## src/rtl/lsr_regs.svh

```systemverilog
`ifndef LSR_REGS_SVH
`define LSR_REGS_SVH

// Register offsets on the serial register port
`define ADDR_STATUS_FIRST   8'h00
`define ADDR_STATUS_SECOND  8'h01
`define ADDR_LOW_BITS       8'h03
`define ADDR_SUPPLY_MSB     8'h06
`define ADDR_DIE_MSB        8'h07

// Power-up values
`define RST_STATUS          8'h00
`define RST_LOW_BITS        8'h00
`define RST_RESULT          10'h000
`define RST_MSB             8'h00

// Status register 1 bit positions
`define S1_DIE_HIGH         0
`define S1_DIE_LOW          1
`define S1_PAIR_HIGH        2
`define S1_EXT_LOW          3
`define S1_DIODE_FAULT      4
`define S1_ANALOG_INPUT_TWO             5
// Status register 2 bit positions
`define S2_ANALOG_INPUT_FIVE             0
`define S2_SUPPLY           4
// Defined bits of status register 2, upper three reserved
`define S2_DEFINED_MASK     8'h1f

// Low-order result register field positions
`define LB_DIE_LSB          0
`define LB_SUPPLY_LSB       2

// Result and limit widths
`define RESULT_W            10
`define LIMIT_W             8
`define CHAN_COUNT          10

// Configuration 1 bits 2:1 value selecting the external sensor pair
`define CFG_PAIR_EXT        2'h0

`endif

```

## src/rtl/lsr_pkg.sv

```systemverilog
package lsr_pkg;

  typedef enum logic [3:0] {
    CH_DIE    = 4'b0000,
    CH_EXT_A1 = 4'b0001,
    CH_A2     = 4'b0010,
    CH_A3     = 4'b0011,
    CH_A4     = 4'b0100,
    CH_A5     = 4'b0101,
    CH_A6     = 4'b0110,
    CH_A7     = 4'b0111,
    CH_A8     = 4'b1000,
    CH_SUPPLY = 4'b1001
  } chan_t;

  typedef enum logic [0:0] {
    MSB_FREE   = 1'b0,
    MSB_FROZEN = 1'b1
  } freeze_t;

  typedef struct packed {
    logic        valid;
    chan_t       chan;
    logic        aboveHigh;
    logic        atOrBelowLow;
  } cmp_state_t;

  typedef struct packed {
    logic [7:0] statusFirst;
    logic [7:0] statusSecond;
    logic [7:0] condFirst;
    logic [7:0] condSecond;
    logic [9:0] dieTemp;
    logic [9:0] supply;
    logic [7:0] dieMsbHeld;
    logic [7:0] supplyMsbHeld;
    freeze_t    frz;
    logic [7:0] rdData;
    logic       intActive;
  } top_state_t;

endpackage : lsr_pkg

```

## src/rtl/cmp_if.sv

```systemverilog
`timescale 1ns/1ps

interface cmp_if;
  logic              valid;
  lsr_pkg::chan_t    chan;
  logic [9:0]        result;
  logic [7:0]        highLim;
  logic [7:0]        lowLim;
  logic              signedCmp;
  logic              outValid;
  lsr_pkg::chan_t    outChan;
  logic              aboveHigh;
  logic              atOrBelowLow;

  modport req (
    output valid, chan, result, highLim, lowLim, signedCmp,
    input  outValid, outChan, aboveHigh, atOrBelowLow
  );
  modport cmp (
    input  valid, chan, result, highLim, lowLim, signedCmp,
    output outValid, outChan, aboveHigh, atOrBelowLow
  );
endinterface : cmp_if

```

## src/rtl/limit_compare.sv

```systemverilog
`timescale 1ns/1ps
`include "lsr_regs.svh"

module limit_compare (
  // Clock and reset
  input  wire logic sys_clk,
  input  wire logic arst_n,
  // Comparison request and verdict
  cmp_if.cmp        cmp
);

  lsr_pkg::cmp_state_t state_q;
  lsr_pkg::cmp_state_t state_d;
  logic [7:0]          msbPart;

  // Limits are 8 bits wide, so only the upper result bits take part
  assign msbPart = cmp.result[`RESULT_W-1:`RESULT_W-`LIMIT_W];

  always_comb begin
    state_d       = state_q;
    state_d.valid = cmp.valid;
    if (cmp.valid) begin
      state_d.chan = cmp.chan;
      if (cmp.signedCmp) begin
        state_d.aboveHigh    = $signed(msbPart) > $signed(cmp.highLim);
        state_d.atOrBelowLow = $signed(msbPart) <= $signed(cmp.lowLim);
      end else begin
        state_d.aboveHigh    = msbPart > cmp.highLim;
        state_d.atOrBelowLow = msbPart <= cmp.lowLim;
      end
    end
  end

  always_ff @(posedge sys_clk or negedge arst_n) begin
    if (!arst_n) begin
      state_q <= '{valid: 1'b0, chan: lsr_pkg::CH_DIE, aboveHigh: 1'b0, atOrBelowLow: 1'b0};
    end else begin
      state_q <= state_d;
    end
  end

  assign cmp.outValid     = state_q.valid;
  assign cmp.outChan      = state_q.chan;
  assign cmp.aboveHigh    = state_q.aboveHigh;
  assign cmp.atOrBelowLow = state_q.atOrBelowLow;

endmodule : limit_compare

```

## src/rtl/limit_status_and_result_lsbs.sv

```systemverilog
// What this block does
// A read of a status register clears only flags whose condition has recovered.
// Software reset clears both status registers to zero.
// Unmasked set status flags drive the interrupt output active.
// Status 1 bit 0 sets when die temperature is above its high limit.
// Status 1 bit 1 sets when die temperature is at or below its low limit.
// Status 1 bit 2 flags external high, or analog input one outside limits.
// Status 1 bit 3 sets when external temperature is at or below low limit.
// Status 1 bit 4 sets on an open or shorted external sensing diode.
// Status 1 bits 5 to 7 flag analog inputs two to four outside limits.
// Status 2 bits 0 to 3 flag analog inputs five to eight outside limits.
// Status 2 bit 4 flags supply outside limits; bits 5 to 7 read zero.
// Low-order register bits 1:0 hold the two die temperature LSBs.
// Low-order register bits 3:2 hold the two supply LSBs.
// All defined status and low-order bits power up as zero.
// A set flag stays set until a qualifying read or software reset.
// Reading the low-order register first freezes the supply and die MSB registers.
// Reading either frozen MSB register releases both; MSB reads never freeze LSBs.
// Configuration 1 bits 2:1 choose external sensor or analog input one.
`timescale 1ns/1ps
`include "lsr_regs.svh"

module limit_status_and_result_lsbs (
  // Clock and reset
  input  wire logic                                 sys_clk,
  input  wire logic                                 arst_n,
  // Results from the conversion engine
  input  wire logic                                 convValid,
  input  wire lsr_pkg::chan_t                       convChan,
  input  wire logic [`RESULT_W-1:0]                 convResult,
  input  wire logic                                 diodeFault,
  // Limits, masks and configuration held elsewhere
  input  wire logic [`CHAN_COUNT-1:0][`LIMIT_W-1:0] limHigh,
  input  wire logic [`CHAN_COUNT-1:0][`LIMIT_W-1:0] limLow,
  input  wire logic [7:0]                           maskFirst,
  input  wire logic [7:0]                           maskSecond,
  input  wire logic [1:0]                           pairSel,
  input  wire logic                                 softReset,
  // Register read port
  input  wire logic                                 regRd,
  input  wire logic [7:0]                           regAddr,
  output logic [7:0]                                regRdData,
  // Status outputs
  output logic                                      intActive,
  output logic                                      msbFrozen
);

  lsr_pkg::top_state_t state_q;
  lsr_pkg::top_state_t state_d;

  cmp_if cmpBus ();

  logic       extMode;
  logic [7:0] hitFirst;
  logic [7:0] hitSecond;
  logic [7:0] touchFirst;
  logic [7:0] touchSecond;
  logic [7:0] lowBits;
  logic       rdFirst;
  logic       rdSecond;
  logic       rdLow;
  logic       rdMsb;

  // Pair selection decode, used for comparison sign and flag mapping
  function automatic logic pairIsExternal(input logic [1:0] sel);
    pairIsExternal = (sel == `CFG_PAIR_EXT);
  endfunction : pairIsExternal

  function automatic logic addrHit(input logic [7:0] a, input logic [7:0] target);
    addrHit = (a == target);
  endfunction : addrHit

  assign extMode  = pairIsExternal(pairSel);
  assign rdFirst  = regRd && addrHit(regAddr, `ADDR_STATUS_FIRST);
  assign rdSecond = regRd && addrHit(regAddr, `ADDR_STATUS_SECOND);
  assign rdLow    = regRd && addrHit(regAddr, `ADDR_LOW_BITS);
  assign rdMsb    = regRd && (addrHit(regAddr, `ADDR_SUPPLY_MSB) ||
                              addrHit(regAddr, `ADDR_DIE_MSB));

  // Comparison request; temperatures are twos complement
  assign cmpBus.valid     = convValid;
  assign cmpBus.chan      = convChan;
  assign cmpBus.result    = convResult;
  assign cmpBus.highLim   = limHigh[convChan];
  assign cmpBus.lowLim    = limLow[convChan];
  assign cmpBus.signedCmp = (convChan == lsr_pkg::CH_DIE) ||
                            (convChan == lsr_pkg::CH_EXT_A1 && extMode);

  limit_compare u_cmp (
    .sys_clk (sys_clk),
    .arst_n  (arst_n),
    .cmp     (cmpBus.cmp)
  );

  // Map the verdict of one channel onto the flag bits it owns
  always_comb begin
    hitFirst    = 8'h00;
    hitSecond   = 8'h00;
    touchFirst  = 8'h00;
    touchSecond = 8'h00;
    if (cmpBus.outValid) begin
      case (cmpBus.outChan)
        lsr_pkg::CH_DIE: begin
          touchFirst[`S1_DIE_HIGH] = 1'b1;
          touchFirst[`S1_DIE_LOW]  = 1'b1;
          hitFirst[`S1_DIE_HIGH]   = cmpBus.aboveHigh;
          hitFirst[`S1_DIE_LOW]    = cmpBus.atOrBelowLow;
        end
        lsr_pkg::CH_EXT_A1: begin
          touchFirst[`S1_PAIR_HIGH] = 1'b1;
          touchFirst[`S1_EXT_LOW]   = 1'b1;
          if (extMode) begin
            hitFirst[`S1_PAIR_HIGH] = cmpBus.aboveHigh;
            hitFirst[`S1_EXT_LOW]   = cmpBus.atOrBelowLow;
          end else begin
            hitFirst[`S1_PAIR_HIGH] = cmpBus.aboveHigh || cmpBus.atOrBelowLow;
          end
        end
        lsr_pkg::CH_A2, lsr_pkg::CH_A3, lsr_pkg::CH_A4: begin
          touchFirst[`S1_ANALOG_INPUT_TWO + (cmpBus.outChan - lsr_pkg::CH_A2)] = 1'b1;
          hitFirst[`S1_ANALOG_INPUT_TWO + (cmpBus.outChan - lsr_pkg::CH_A2)] =
            cmpBus.aboveHigh || cmpBus.atOrBelowLow;
        end
        lsr_pkg::CH_A5, lsr_pkg::CH_A6, lsr_pkg::CH_A7, lsr_pkg::CH_A8: begin
          touchSecond[`S2_ANALOG_INPUT_FIVE + (cmpBus.outChan - lsr_pkg::CH_A5)] = 1'b1;
          hitSecond[`S2_ANALOG_INPUT_FIVE + (cmpBus.outChan - lsr_pkg::CH_A5)] =
            cmpBus.aboveHigh || cmpBus.atOrBelowLow;
        end
        lsr_pkg::CH_SUPPLY: begin
          touchSecond[`S2_SUPPLY] = 1'b1;
          hitSecond[`S2_SUPPLY]   = cmpBus.aboveHigh || cmpBus.atOrBelowLow;
        end
        default: begin
          hitFirst = 8'h00;
        end
      endcase
    end
    // Diode fault is a level from the engine, meaningful only with the sensor fitted
    touchFirst[`S1_DIODE_FAULT] = 1'b1;
    hitFirst[`S1_DIODE_FAULT]   = diodeFault && extMode;
    hitSecond = hitSecond & `S2_DEFINED_MASK;
  end

  assign lowBits = {4'h0,
                    state_q.supply[1:0],
                    state_q.dieTemp[1:0]};

  always_comb begin
    state_d = state_q;

    // Current out-of-limit levels, refreshed by each verdict
    state_d.condFirst  = (state_q.condFirst & ~touchFirst) | hitFirst;
    state_d.condSecond = (state_q.condSecond & ~touchSecond) | hitSecond;

    // Clear first, then set, so a fresh event in the clear cycle survives
    if (softReset) begin
      state_d.statusFirst  = `RST_STATUS;
      state_d.statusSecond = `RST_STATUS;
    end else begin
      if (rdFirst) begin
        state_d.statusFirst = state_q.statusFirst & state_q.condFirst;
      end
      if (rdSecond) begin
        state_d.statusSecond = state_q.statusSecond & state_q.condSecond;
      end
    end
    state_d.statusFirst  = state_d.statusFirst | hitFirst;
    state_d.statusSecond = state_d.statusSecond | hitSecond;

    state_d.intActive = |(state_d.statusFirst & ~maskFirst) ||
                        |(state_d.statusSecond & ~maskSecond);

    // Result capture; the low-order bits always follow the latest conversion
    if (convValid && convChan == lsr_pkg::CH_DIE) begin
      state_d.dieTemp = convResult;
    end
    if (convValid && convChan == lsr_pkg::CH_SUPPLY) begin
      state_d.supply = convResult;
    end

    // MSB copies track the results only while not frozen
    case (state_q.frz)
      lsr_pkg::MSB_FREE: begin
        if (rdLow) begin
          state_d.frz = lsr_pkg::MSB_FROZEN;
        end
      end
      lsr_pkg::MSB_FROZEN: begin
        if (rdMsb) begin
          state_d.frz = lsr_pkg::MSB_FREE;
        end
      end
      default: begin
        state_d.frz = lsr_pkg::MSB_FREE;
      end
    endcase
    if (state_d.frz == lsr_pkg::MSB_FREE) begin
      state_d.dieMsbHeld    = state_d.dieTemp[`RESULT_W-1:`RESULT_W-`LIMIT_W];
      state_d.supplyMsbHeld = state_d.supply[`RESULT_W-1:`RESULT_W-`LIMIT_W];
    end

    // Read data; the frozen copy is what an MSB read returns
    if (regRd) begin
      case (regAddr)
        `ADDR_STATUS_FIRST:  state_d.rdData = state_q.statusFirst;
        `ADDR_STATUS_SECOND: state_d.rdData = state_q.statusSecond & `S2_DEFINED_MASK;
        `ADDR_LOW_BITS:      state_d.rdData = lowBits;
        `ADDR_SUPPLY_MSB:    state_d.rdData = state_q.supplyMsbHeld;
        `ADDR_DIE_MSB:       state_d.rdData = state_q.dieMsbHeld;
        default:             state_d.rdData = 8'h00;
      endcase
    end
  end

  always_ff @(posedge sys_clk or negedge arst_n) begin
    if (!arst_n) begin
      state_q <= '{statusFirst:   `RST_STATUS,
                   statusSecond:  `RST_STATUS,
                   condFirst:     `RST_STATUS,
                   condSecond:    `RST_STATUS,
                   dieTemp:       `RST_RESULT,
                   supply:        `RST_RESULT,
                   dieMsbHeld:    `RST_MSB,
                   supplyMsbHeld: `RST_MSB,
                   frz:           lsr_pkg::MSB_FREE,
                   rdData:        `RST_LOW_BITS,
                   intActive:     1'b0};
    end else begin
      state_q <= state_d;
    end
  end

  assign regRdData = state_q.rdData;
  assign intActive = state_q.intActive;
  assign msbFrozen = (state_q.frz == lsr_pkg::MSB_FROZEN);

endmodule : limit_status_and_result_lsbs

```

## config.mk

```make
export PLATFORM = sky130hd
export DESIGN_NAME = limit_status_and_result_lsbs
export DESIGN_NICKNAME = d
export VERILOG_FILES = /design/src/rtl/lsr_pkg.sv /design/src/rtl/cmp_if.sv /design/src/rtl/limit_compare.sv /design/src/rtl/limit_status_and_result_lsbs.sv
export VERILOG_INCLUDE_DIRS = /design/src /design/src/rtl
export SDC_FILE = /design/constraint.sdc
export NUM_CORES = 1
export LEC_CHECK = 0
export ABC_CLOCK_PERIOD_IN_PS = 5200
export BUFFER_PORTS_ARGS = -buffer_cell sky130_fd_sc_hd__buf_4
export CAP_MARGIN = 20
export CORE_MARGIN = 3
export CORE_UTILIZATION = 50
export DETAILED_ROUTE_END_ITERATION = 10
export HOLD_SLACK_MARGIN = 0.12
export PLACE_DENSITY_LB_ADDON = 0.2
export SYNTH_ARGS = -nofsm -noshare
export SYNTH_HDL_FRONTEND = slang
export SYNTH_SLANG_ARGS = --single-unit
```

## constraint.sdc

```tcl
create_clock -name sys_clk -period 5.2 [get_ports sys_clk]
set_input_delay 0.78 -clock sys_clk [delete_from_list [all_inputs] [get_ports sys_clk]]
set_output_delay 0.78 -clock sys_clk [all_outputs]
set_load 0.01 [all_outputs]
```

==> results.json, run 1 <==
{
  "insertion_delay_ns": 0.34,
  "r2r_slack_ns": 1.80,
  "tritoncts": "done",
  "ys_seq_area_share_pct": 35.3,
  "grt.total_usage_pct": 28.4,
  "relSlewSlack_pct": 53.1,
  "synth_seq_cells": 85,
  "synth.distinct_cells": 61,
  "grt_pass1_wl_um": 29300,
  "cp_max_fo": 36,
  "place_inst": 899,
  "cts_root_buffer": "clkbuf_16",
  "wl_um": 19500,
  "critical_path.startpoint_type": "input pin",
  "rows": 39,
  "p_int_w": 0.00145,
  "globalplace.congestion": 0.971,
  "via_per_inst": 6.12,
  "die_w_um": 116,
  "diodes": 0,
  "p_per_area_nw_per_um2": 262,
  "stdcell_count": 916,
  "ctsResizeCount": 0,
  "fin_setup_tns_ns": 0,
  "top_usage_layer": "met2",
  "pin_count": 216,
  "timing.final.max_slew_violations": 0,
  "cts_hold_buffers": 0,
  "utilization_pct": 68.4,
  "syn_area_um2": 6020,
  "seqCellArea_um2": 2130,
  "final-setup-viol-count": 0,
  "yosys_warnings": 0,
  "p_sw_share_pct": 30.3,
  "finalPower_w": 0.00208,
  "clock_skew_ns": 0.00662,
  "fmax_ghz": 0.287,
  "power_frac_clock_pct": 29.3,
  "antenna_found_initial": 0,
  "grt_start_max_net_pins": 86,
  "combPwrFrac_pct": 29.1,
  "port_buffers": 215,
  "rsz0062_at_grt": "no",
  "worstSetupPathType": "input pin to flop",
  "synth_area_per_cell_um2": 10.4,
  "grt.overflow.total": 0,
  "cp-end-kind": "flop",
  "yosys-top-cells-area": "dfrtp_1, mux4_2, mux2_2",
  "grtUsageMet1_pct": 38.8,
  "fill_cells": 912,
  "ir_worst_vdd_uv": 152,
  "cts_buffers": 9,
  "met3_usage_pct": 5.12,
  "grt_pass1_vias": 5523,
  "worst_pin_slew_ns": 0.704,
  "core-area_um2": 11600,
  "wl_per_cell_um": 21.3,
  "async_reset_ff_share_pct": 100,
  "syn_nets": 810,
  "postCtsSetupBuffers": 0,
  "ys.flop_type": "dfrtp_1",
  "cap_viol_max_count": 0,
  "num_vias": 5604,
  "p_leak_nw": 3.64,
  "hold_viol": 0,
  "grt_use_met2_pct": 47.1,
  "synth.top_cell.area_share_pct": 35.3,
  "synth_edf_count": 0,
  "cts.sinks": 85,
  "synthCells": 580,
  "drc": 0,
  "hold_path.class": "input pin to asynchronous set/reset pin",
  "period_minus_slack_ns": 3.49,
  "nets": 998,
  "start_util_pct": 51.8,
  "dieArea_um2": 13400,
  "detail-route-antenna-nets": 0,
  "area_growth_pct": 32.0,
  "yosysTopAreaCell": "dfrtp_1",
  "worst_ep_required_time_ns": 5.41,
  "dpl.hpwl_um": 15700,
  "drt_pass1_iterations": 5,
  "final_layout_size_suffix_gt1_share_pct": 42.6,
  "clkTransAtPathRegs_ns": 0.07,
  "arrival_ns": 3.70,
  "hold_ws_ns": 0.299,
  "fin_crit_sh_pct": 67.1,
  "drt_iter0_drc": 575,
  "multi_input_area_um2": 3600,
  "p_switching_w": 0.000630,
  "die_height_um": 116,
  "status": "finished, final reports clean",
  "p_seq_share_pct": 41.6,
  "htree_levels": 3,
  "clockBufferDepth": 2
}
cell usage after synthesis (3+ instances only):
master / n
nor4_1: 3
or3_1: 3
clkbuf_1: 25
inv_1: 22
nand2_1: 31
dfrtp_1: 85
and3_1: 6
nand2b_1: 6
a211oi_1: 3
nor3b_1: 7
o32ai_1: 3
o2bb2ai_1: 4
nand3_1: 7
nor2_1: 35
buf_4: 9
a2bb2oi_1: 13
a31oi_1: 11
nand4_1: 7
buf_2: 3
nor4b_1: 4
nor2b_1: 17
mux2_2: 54
a21oi_1: 25
o22ai_1: 6
mux2i_1: 11
buf_1: 5
a2111o_1: 3
a22oi_1: 17
o21ai_0: 47
mux4_2: 32
nor3_1: 11
o21a_1: 5
ha_1: 24
worst max-delay path, stage by stage:
cell,delay (ns)
buf_4,0.45
mux4_2,0.58
a22oi_1,0.24
a2bb2oi_1,0.23
ha_1,0.28
nor2b_1,0.14
o21a_1,0.16
o21ai_0,0.14
a21oi_1,0.12
or3_1,0.31
a21oi_1,0.16
o32ai_1,0.10
registers in the layout (all words and copies together) (netlist names):
register                cells
u_cmp.cmp.outValid          1
msbFrozen                   1
u_cmp.cmp.atOrBelowLow      1
u_cmp.cmp.outChan           4
regRdData                   8
u_cmp.cmp.aboveHigh         1
state_q                    64
intActive                   1
lowBits                     4
cell usage in the layout (no fill, tap or decap), types with 5 or more instances in the layout:
master       n
buf_4      219
dfrtp_1     85
mux2_2      54
o21ai_0     47
nor2_1      35
mux4_2      32
nand2_1     31
a21oi_1     25
ha_1        24
inv_1       22
a22oi_1     17
nor2b_1     17
a2bb2oi_1   13
mux2i_1     11
nor3_1      11
a31oi_1     11
clkbuf_16    9
nand4_1      7
nor3b_1      7
nand3_1      7
nand2b_1     6
o22ai_1      6
and3_1       6
o21a_1       5
layout make-up:
cell class	instances	share of cell area (%)
Inverter	23	1.09
Clock inverter	6	0.693
Clock buffer	10	2.88
Sequential cell	85	26.8
Timing Repair Buffer	220	21.0
Tap cell	143	2.25
Multi-Input combinational cell	429	45.3
worst paths after layout:
| kind | startpoint | endpoint | cells after the start |
|---|---|---|---|
| worst max-delay path | convChan[0] | u_cmp.cmp.aboveHigh$_DFFE_PN0P_ | 12 |
| worst min-delay path | arst_n | state_q[69]$_DFF_PN0_ | 1 |
| worst max register to register | u_cmp.cmp.outChan[0]$_DFFE_PN0P_ | intActive$_DFF_PN0_ | 9 |
| worst min register to register | state_q[49]$_DFF_PN0_ | state_q[49]$_DFF_PN0_ | 2 |
| max in group asynchronous | arst_n | state_q[18]$_DFFE_PN0N_ | 2 |
| min in group sys_clk | state_q[49]$_DFF_PN0_ | state_q[49]$_DFF_PN0_ | 2 |
per-stage QoR:
stage / area [µm²] / setup WS (ns)
after floorplan: 6020 / 1.39
after global placement: 7640 / 1.47
after detailed placement: 7640 / 1.37
after CTS: 7920 / 1.72
after global routing: 7950 / 1.43
final: 7950 / 1.71
routing by layer:
layer | vias to the layer above | wire length, µm
li1 | 2581 | -
met1 | 2739 | 8060
met2 | 259 | 9730
met3 | 25 | 1350
met4 | 0 | 394
met5 | - | 0
power groups by stage:
stage | Combinational, W | Clock (W) | Sequential, W
2_1_floorplan | 0.000374 | 0 | 0.000843
3_3_place_gp | 0.000579 | 0 | 0.000865
3_5_place_dp | 0.000598 | 0 | 0.000873
4_1_cts | 0.000602 | 0.000619 | 0.000862
5_1_grt | 0.000658 | 0.000646 | 0.000878
6_report | 0.000606 | 0.000609 | 0.000865
kinds of logic (layout without fill, tap and decap cells):
logic type | Yosys count | count (layout) | share of synthesized area, %
AO/OA/AOI/OAI | 152 | 152 | 16.6
XOR/XNOR | 3 | 3 | 0.437
adder cells (fa/ha/maj) | 24 | 24 | 4.99
buffers and inverters | 66 | 259 | 4.86
flip-flops | 85 | 85 | 35.3
multiplexers | 97 | 97 | 23.9
AND/OR/NAND/NOR | 153 | 153 | 13.9
(Power assumes the default switching activity.)
==> inputs of run 2 (changes only) <==
--- a/config.mk
+++ b/config.mk
@@ -6,11 +6,12 @@
 export SDC_FILE = /design/constraint.sdc
 export NUM_CORES = 1
 export LEC_CHECK = 0
-export ABC_CLOCK_PERIOD_IN_PS = 5200
+export ABC_AREA = 1
+export ABC_CLOCK_PERIOD_IN_PS = 2980
 export BUFFER_PORTS_ARGS = -buffer_cell sky130_fd_sc_hd__buf_4
 export CAP_MARGIN = 20
 export CORE_MARGIN = 3
-export CORE_UTILIZATION = 50
+export CORE_UTILIZATION = 46
 export DETAILED_ROUTE_END_ITERATION = 10
 export HOLD_SLACK_MARGIN = 0.12
 export PLACE_DENSITY_LB_ADDON = 0.2
==> constraint.sdc (replaced) <==
create_clock -name sys_clk -period 2.98 [get_ports sys_clk]
set_input_delay 0.447 -clock sys_clk [delete_from_list [all_inputs] [get_ports sys_clk]]
set_output_delay 0.447 -clock sys_clk [all_outputs]
set_load 0.01 [all_outputs]
==> run 2 against run 1 <==
  * Non-clock buffer count rose by 7
  * First-iteration DRC count decreased by 40%
  * Register-to-register slack got worse by 1.1 ns
  * Final area up 0.33%
  * Clock skew is 0.00060 ns higher
  * Clock power is 86% higher
  * Via count grew 11%
  * Critical path depth shrank 1
  * Flip-flop and latch count is the same
  * Sequential power rose by 65%
==> results.json, run 2 <==
{
  "antenna_found_initial": 0,
  "synth.distinct_cells": 36,
  "fill_cells": 1163,
  "largest_register": "state_q",
  "wl_per_cell_um": 16.3,
  "yosysTopAreaCell": "dfrtp_1",
  "via_per_inst": 5.35,
  "worst_pin_slew_ns": 0.733,
  "core-area_um2": 12300,
  "cap_viol_max_count": 0,
  "cpPeakStageDelay_ns": 0.33,
  "final_area_um2": 7970,
  "globalplace.congestion": 0.956,
  "dieArea_um2": 14300,
  "worstSetupPathType": "input pin to flop",
  "cts_root_buffer": "clkbuf_16",
  "synthCells": 793,
  "timing.final.max_slew_violations": 0,
  "ys.flop_type": "dfrtp_1",
  "yosysMostFrequentCell": "nand2_1",
  "drt_iter0_drc": 344,
  "grt_use_met2_pct": 43.7,
  "reg2reg_to": "intActive$_DFF_PN0_",
  "r2r_slack_ns": 0.68,
  "synth_area_per_cell_um2": 7.47,
  "largest_reg_flops": 64,
  "crit_path_cell_trace": "buf_4 -> buf_4 -> mux2i_1 -> o21ai_0 -> a221oi_1 -> ha_1 -> a21oi_1 -> o21ai_0 -> a211o_1 -> o21a_1 -> a21oi_1",
  "ys_seq_area_share_pct": 35.9,
  "worst_ep_required_time_ns": 3.25,
  "met3_usage_pct": 5.75,
  "p_per_area_nw_per_um2": 441,
  "top_usage_layer": "met2",
  "arrival_ns": 2.63,
  "cp-end-kind": "flop",
  "pin_count": 216,
  "yosys_warnings": 0,
  "hold_viol": 0,
  "yosys-top-cells-area": "dfrtp_1, nand2_1, o21ai_0",
  "fin_setup_tns_ns": 0,
  "placed_area_um2": 7640,
  "synthTopCellsByCount": "nand2_1, dfrtp_1, inv_1",
  "crit_slowest_cell": "buf_4",
  "detail-route-antenna-nets": 0,
  "reg2reg_depth": 15,
  "tritoncts": "done",
  "syn_nets": 1023,
  "multi_input_area_um2": 3260,
  "dpl.hpwl_um": 15100,
  "htree_levels": 3,
  "insertion_delay_ns": 0.34,
  "synth_seq_cells": 85,
  "clkTransAtPathRegs_ns": 0.06,
  "ctsResizeCount": 0,
  "cts_hold_buffers": 0,
  "worstHoldStart": "convValid",
  "diodes": 0,
  "grt_pass1_vias": 6242,
  "synth.top_cell.area_share_pct": 35.9,
  "postCtsSetupBuffers": 0,
  "cts.sinks": 85,
  "nets": 1218,
  "fmax_ghz": 0.422,
  "die_w_um": 119,
  "fin_crit_sh_pct": 79.4,
  "clockBufferDepth": 2,
  "endpoint": "u_cmp.cmp.atOrBelowLow$_DFFE_PN0P_",
  "start_util_pct": 48.1,
  "cts_buffers": 9,
  "wl_um": 19000,
  "final-setup-viol-count": 0,
  "seqCellArea_um2": 2130,
  "critical_path.startpoint_type": "input pin",
  "p_leak_nw": 4.18,
  "grt_pass1_wl_um": 30800,
  "hold_path.class": "input pin to flop",
  "relSlewSlack_pct": 51.0,
  "pre_cts_slack_ns": 0.254,
  "grt_start_max_net_pins": 86,
  "port_buffers": 215,
  "status": "finished, final reports clean",
  "grt.overflow.total": 0,
  "utilization_pct": 64.8,
  "grtUsageMet1_pct": 33.6,
  "final_layout_size_suffix_gt1_share_pct": 27.2,
  "clock_skew_ns": 0.00722,
  "period_minus_slack_ns": 2.37,
  "final_cell_mix": "buf_4, nand2_1, dfrtp_1",
  "synth_edf_count": 0,
  "die_height_um": 119,
  "rr_startpoint": "u_cmp.cmp.outChan[0]$_DFFE_PN0P_",
  "cp_max_fo": 17,
  "grt.total_usage_pct": 26.6,
  "rows": 40,
  "num_vias": 6207,
  "setup.worst_path.start": "convChan[0]",
  "ir_worst_vdd_uv": 317,
  "drt_pass1_iterations": 5,
  "async_reset_ff_share_pct": 100,
  "layout_setup_ws_ns": 0.613,
  "finalPower_w": 0.00352,
  "syn_area_um2": 5920,
  "drc": 0,
  "rsz0062_at_grt": "no",
  "area_growth_pct": 34.6,
  "layout_commonest_cell": "buf_4"
}
[run 2: cell count changes in the layout (fill, tap and decap cells not counted), moves of 25 or more]
cell | before | now
a22oi_1 | 17 | 48
inv_1 | 22 | 81
mux2_2 | 54 | 0
mux4_2 | 32 | 0
nand2_1 | 31 | 217
nand3_1 | 7 | 37
o21ai_0 | 47 | 72
[run 2: through the flow]
stage / hold WS [ns] / cells
after global placement: 0.451 / 1143
after detailed placement: 0.454 / 1143
after global routing: 0.306 / 1161
after CTS: 0.296 / 1159
final: 0.308 / 1161
after floorplan: 0.151 / 793
[run 2: final cells by class]
cell class,instances,share of cell area [%]
clock inverters,6,0.894
multi-input cells,579,40.9
clock buffers,10,2.87
repair buffers,227,22.0
flip-flops and latches,85,26.7
inverters,86,4.08
well taps,168,2.64
[run 2: worst max-delay path, delay by kind of cell]
family / cells / cell delay (ns)
compound gates: 7 / 1.14
fa+ha+maj: 1 / 0.29
buf+inv: 2 / 0.52
mux: 1 / 0.22
[run 2: worst min-delay path by stage]
stage / end / cells after the start
2_1_floorplan: intActive$_DFF_PN0_ / 0
3_3_place_gp: state_q[48]$_DFF_PN0_ / 2
3_5_place_dp: state_q[59]$_DFF_PN0_ / 2
4_1_cts: u_cmp.cmp.outValid$_DFF_PN0_ / 1
5_1_grt: u_cmp.cmp.outValid$_DFF_PN0_ / 1
6_report: u_cmp.cmp.outValid$_DFF_PN0_ / 1
[run 2: layer usage]
layer,share of wire (%),vias to the layer above,wire length [µm]
met4,3.9,0,748
met2,48,256,9130
met5,0,-,0
met1,41,2811,7790
met3,6.9,49,1300
li1,-,3091,-
[run 2: cell families (layout without fill, tap and decap cells)]
family	after synthesis	in the layout	synth area share, %
AO/OA/AOI/OAI	185	185	20.2
multiplexers	32	32	5.41
AND/OR/NAND/NOR	338	338	24.2
buffers and inverters	129	329	9.19
flip-flops	85	85	35.9
adder cells (fa/ha/maj)	24	24	5.07
[run 2: power by group]
part / total (W) / internal, W / switching [W]
logic: 0.000957 / 0.000438 / 0.000518
registers: 0.00143 / 0.00133 / 0.000101
clock network: 0.00113 / 0.000658 / 0.000467
total: 0.00352 / 0.00243 / 0.00109
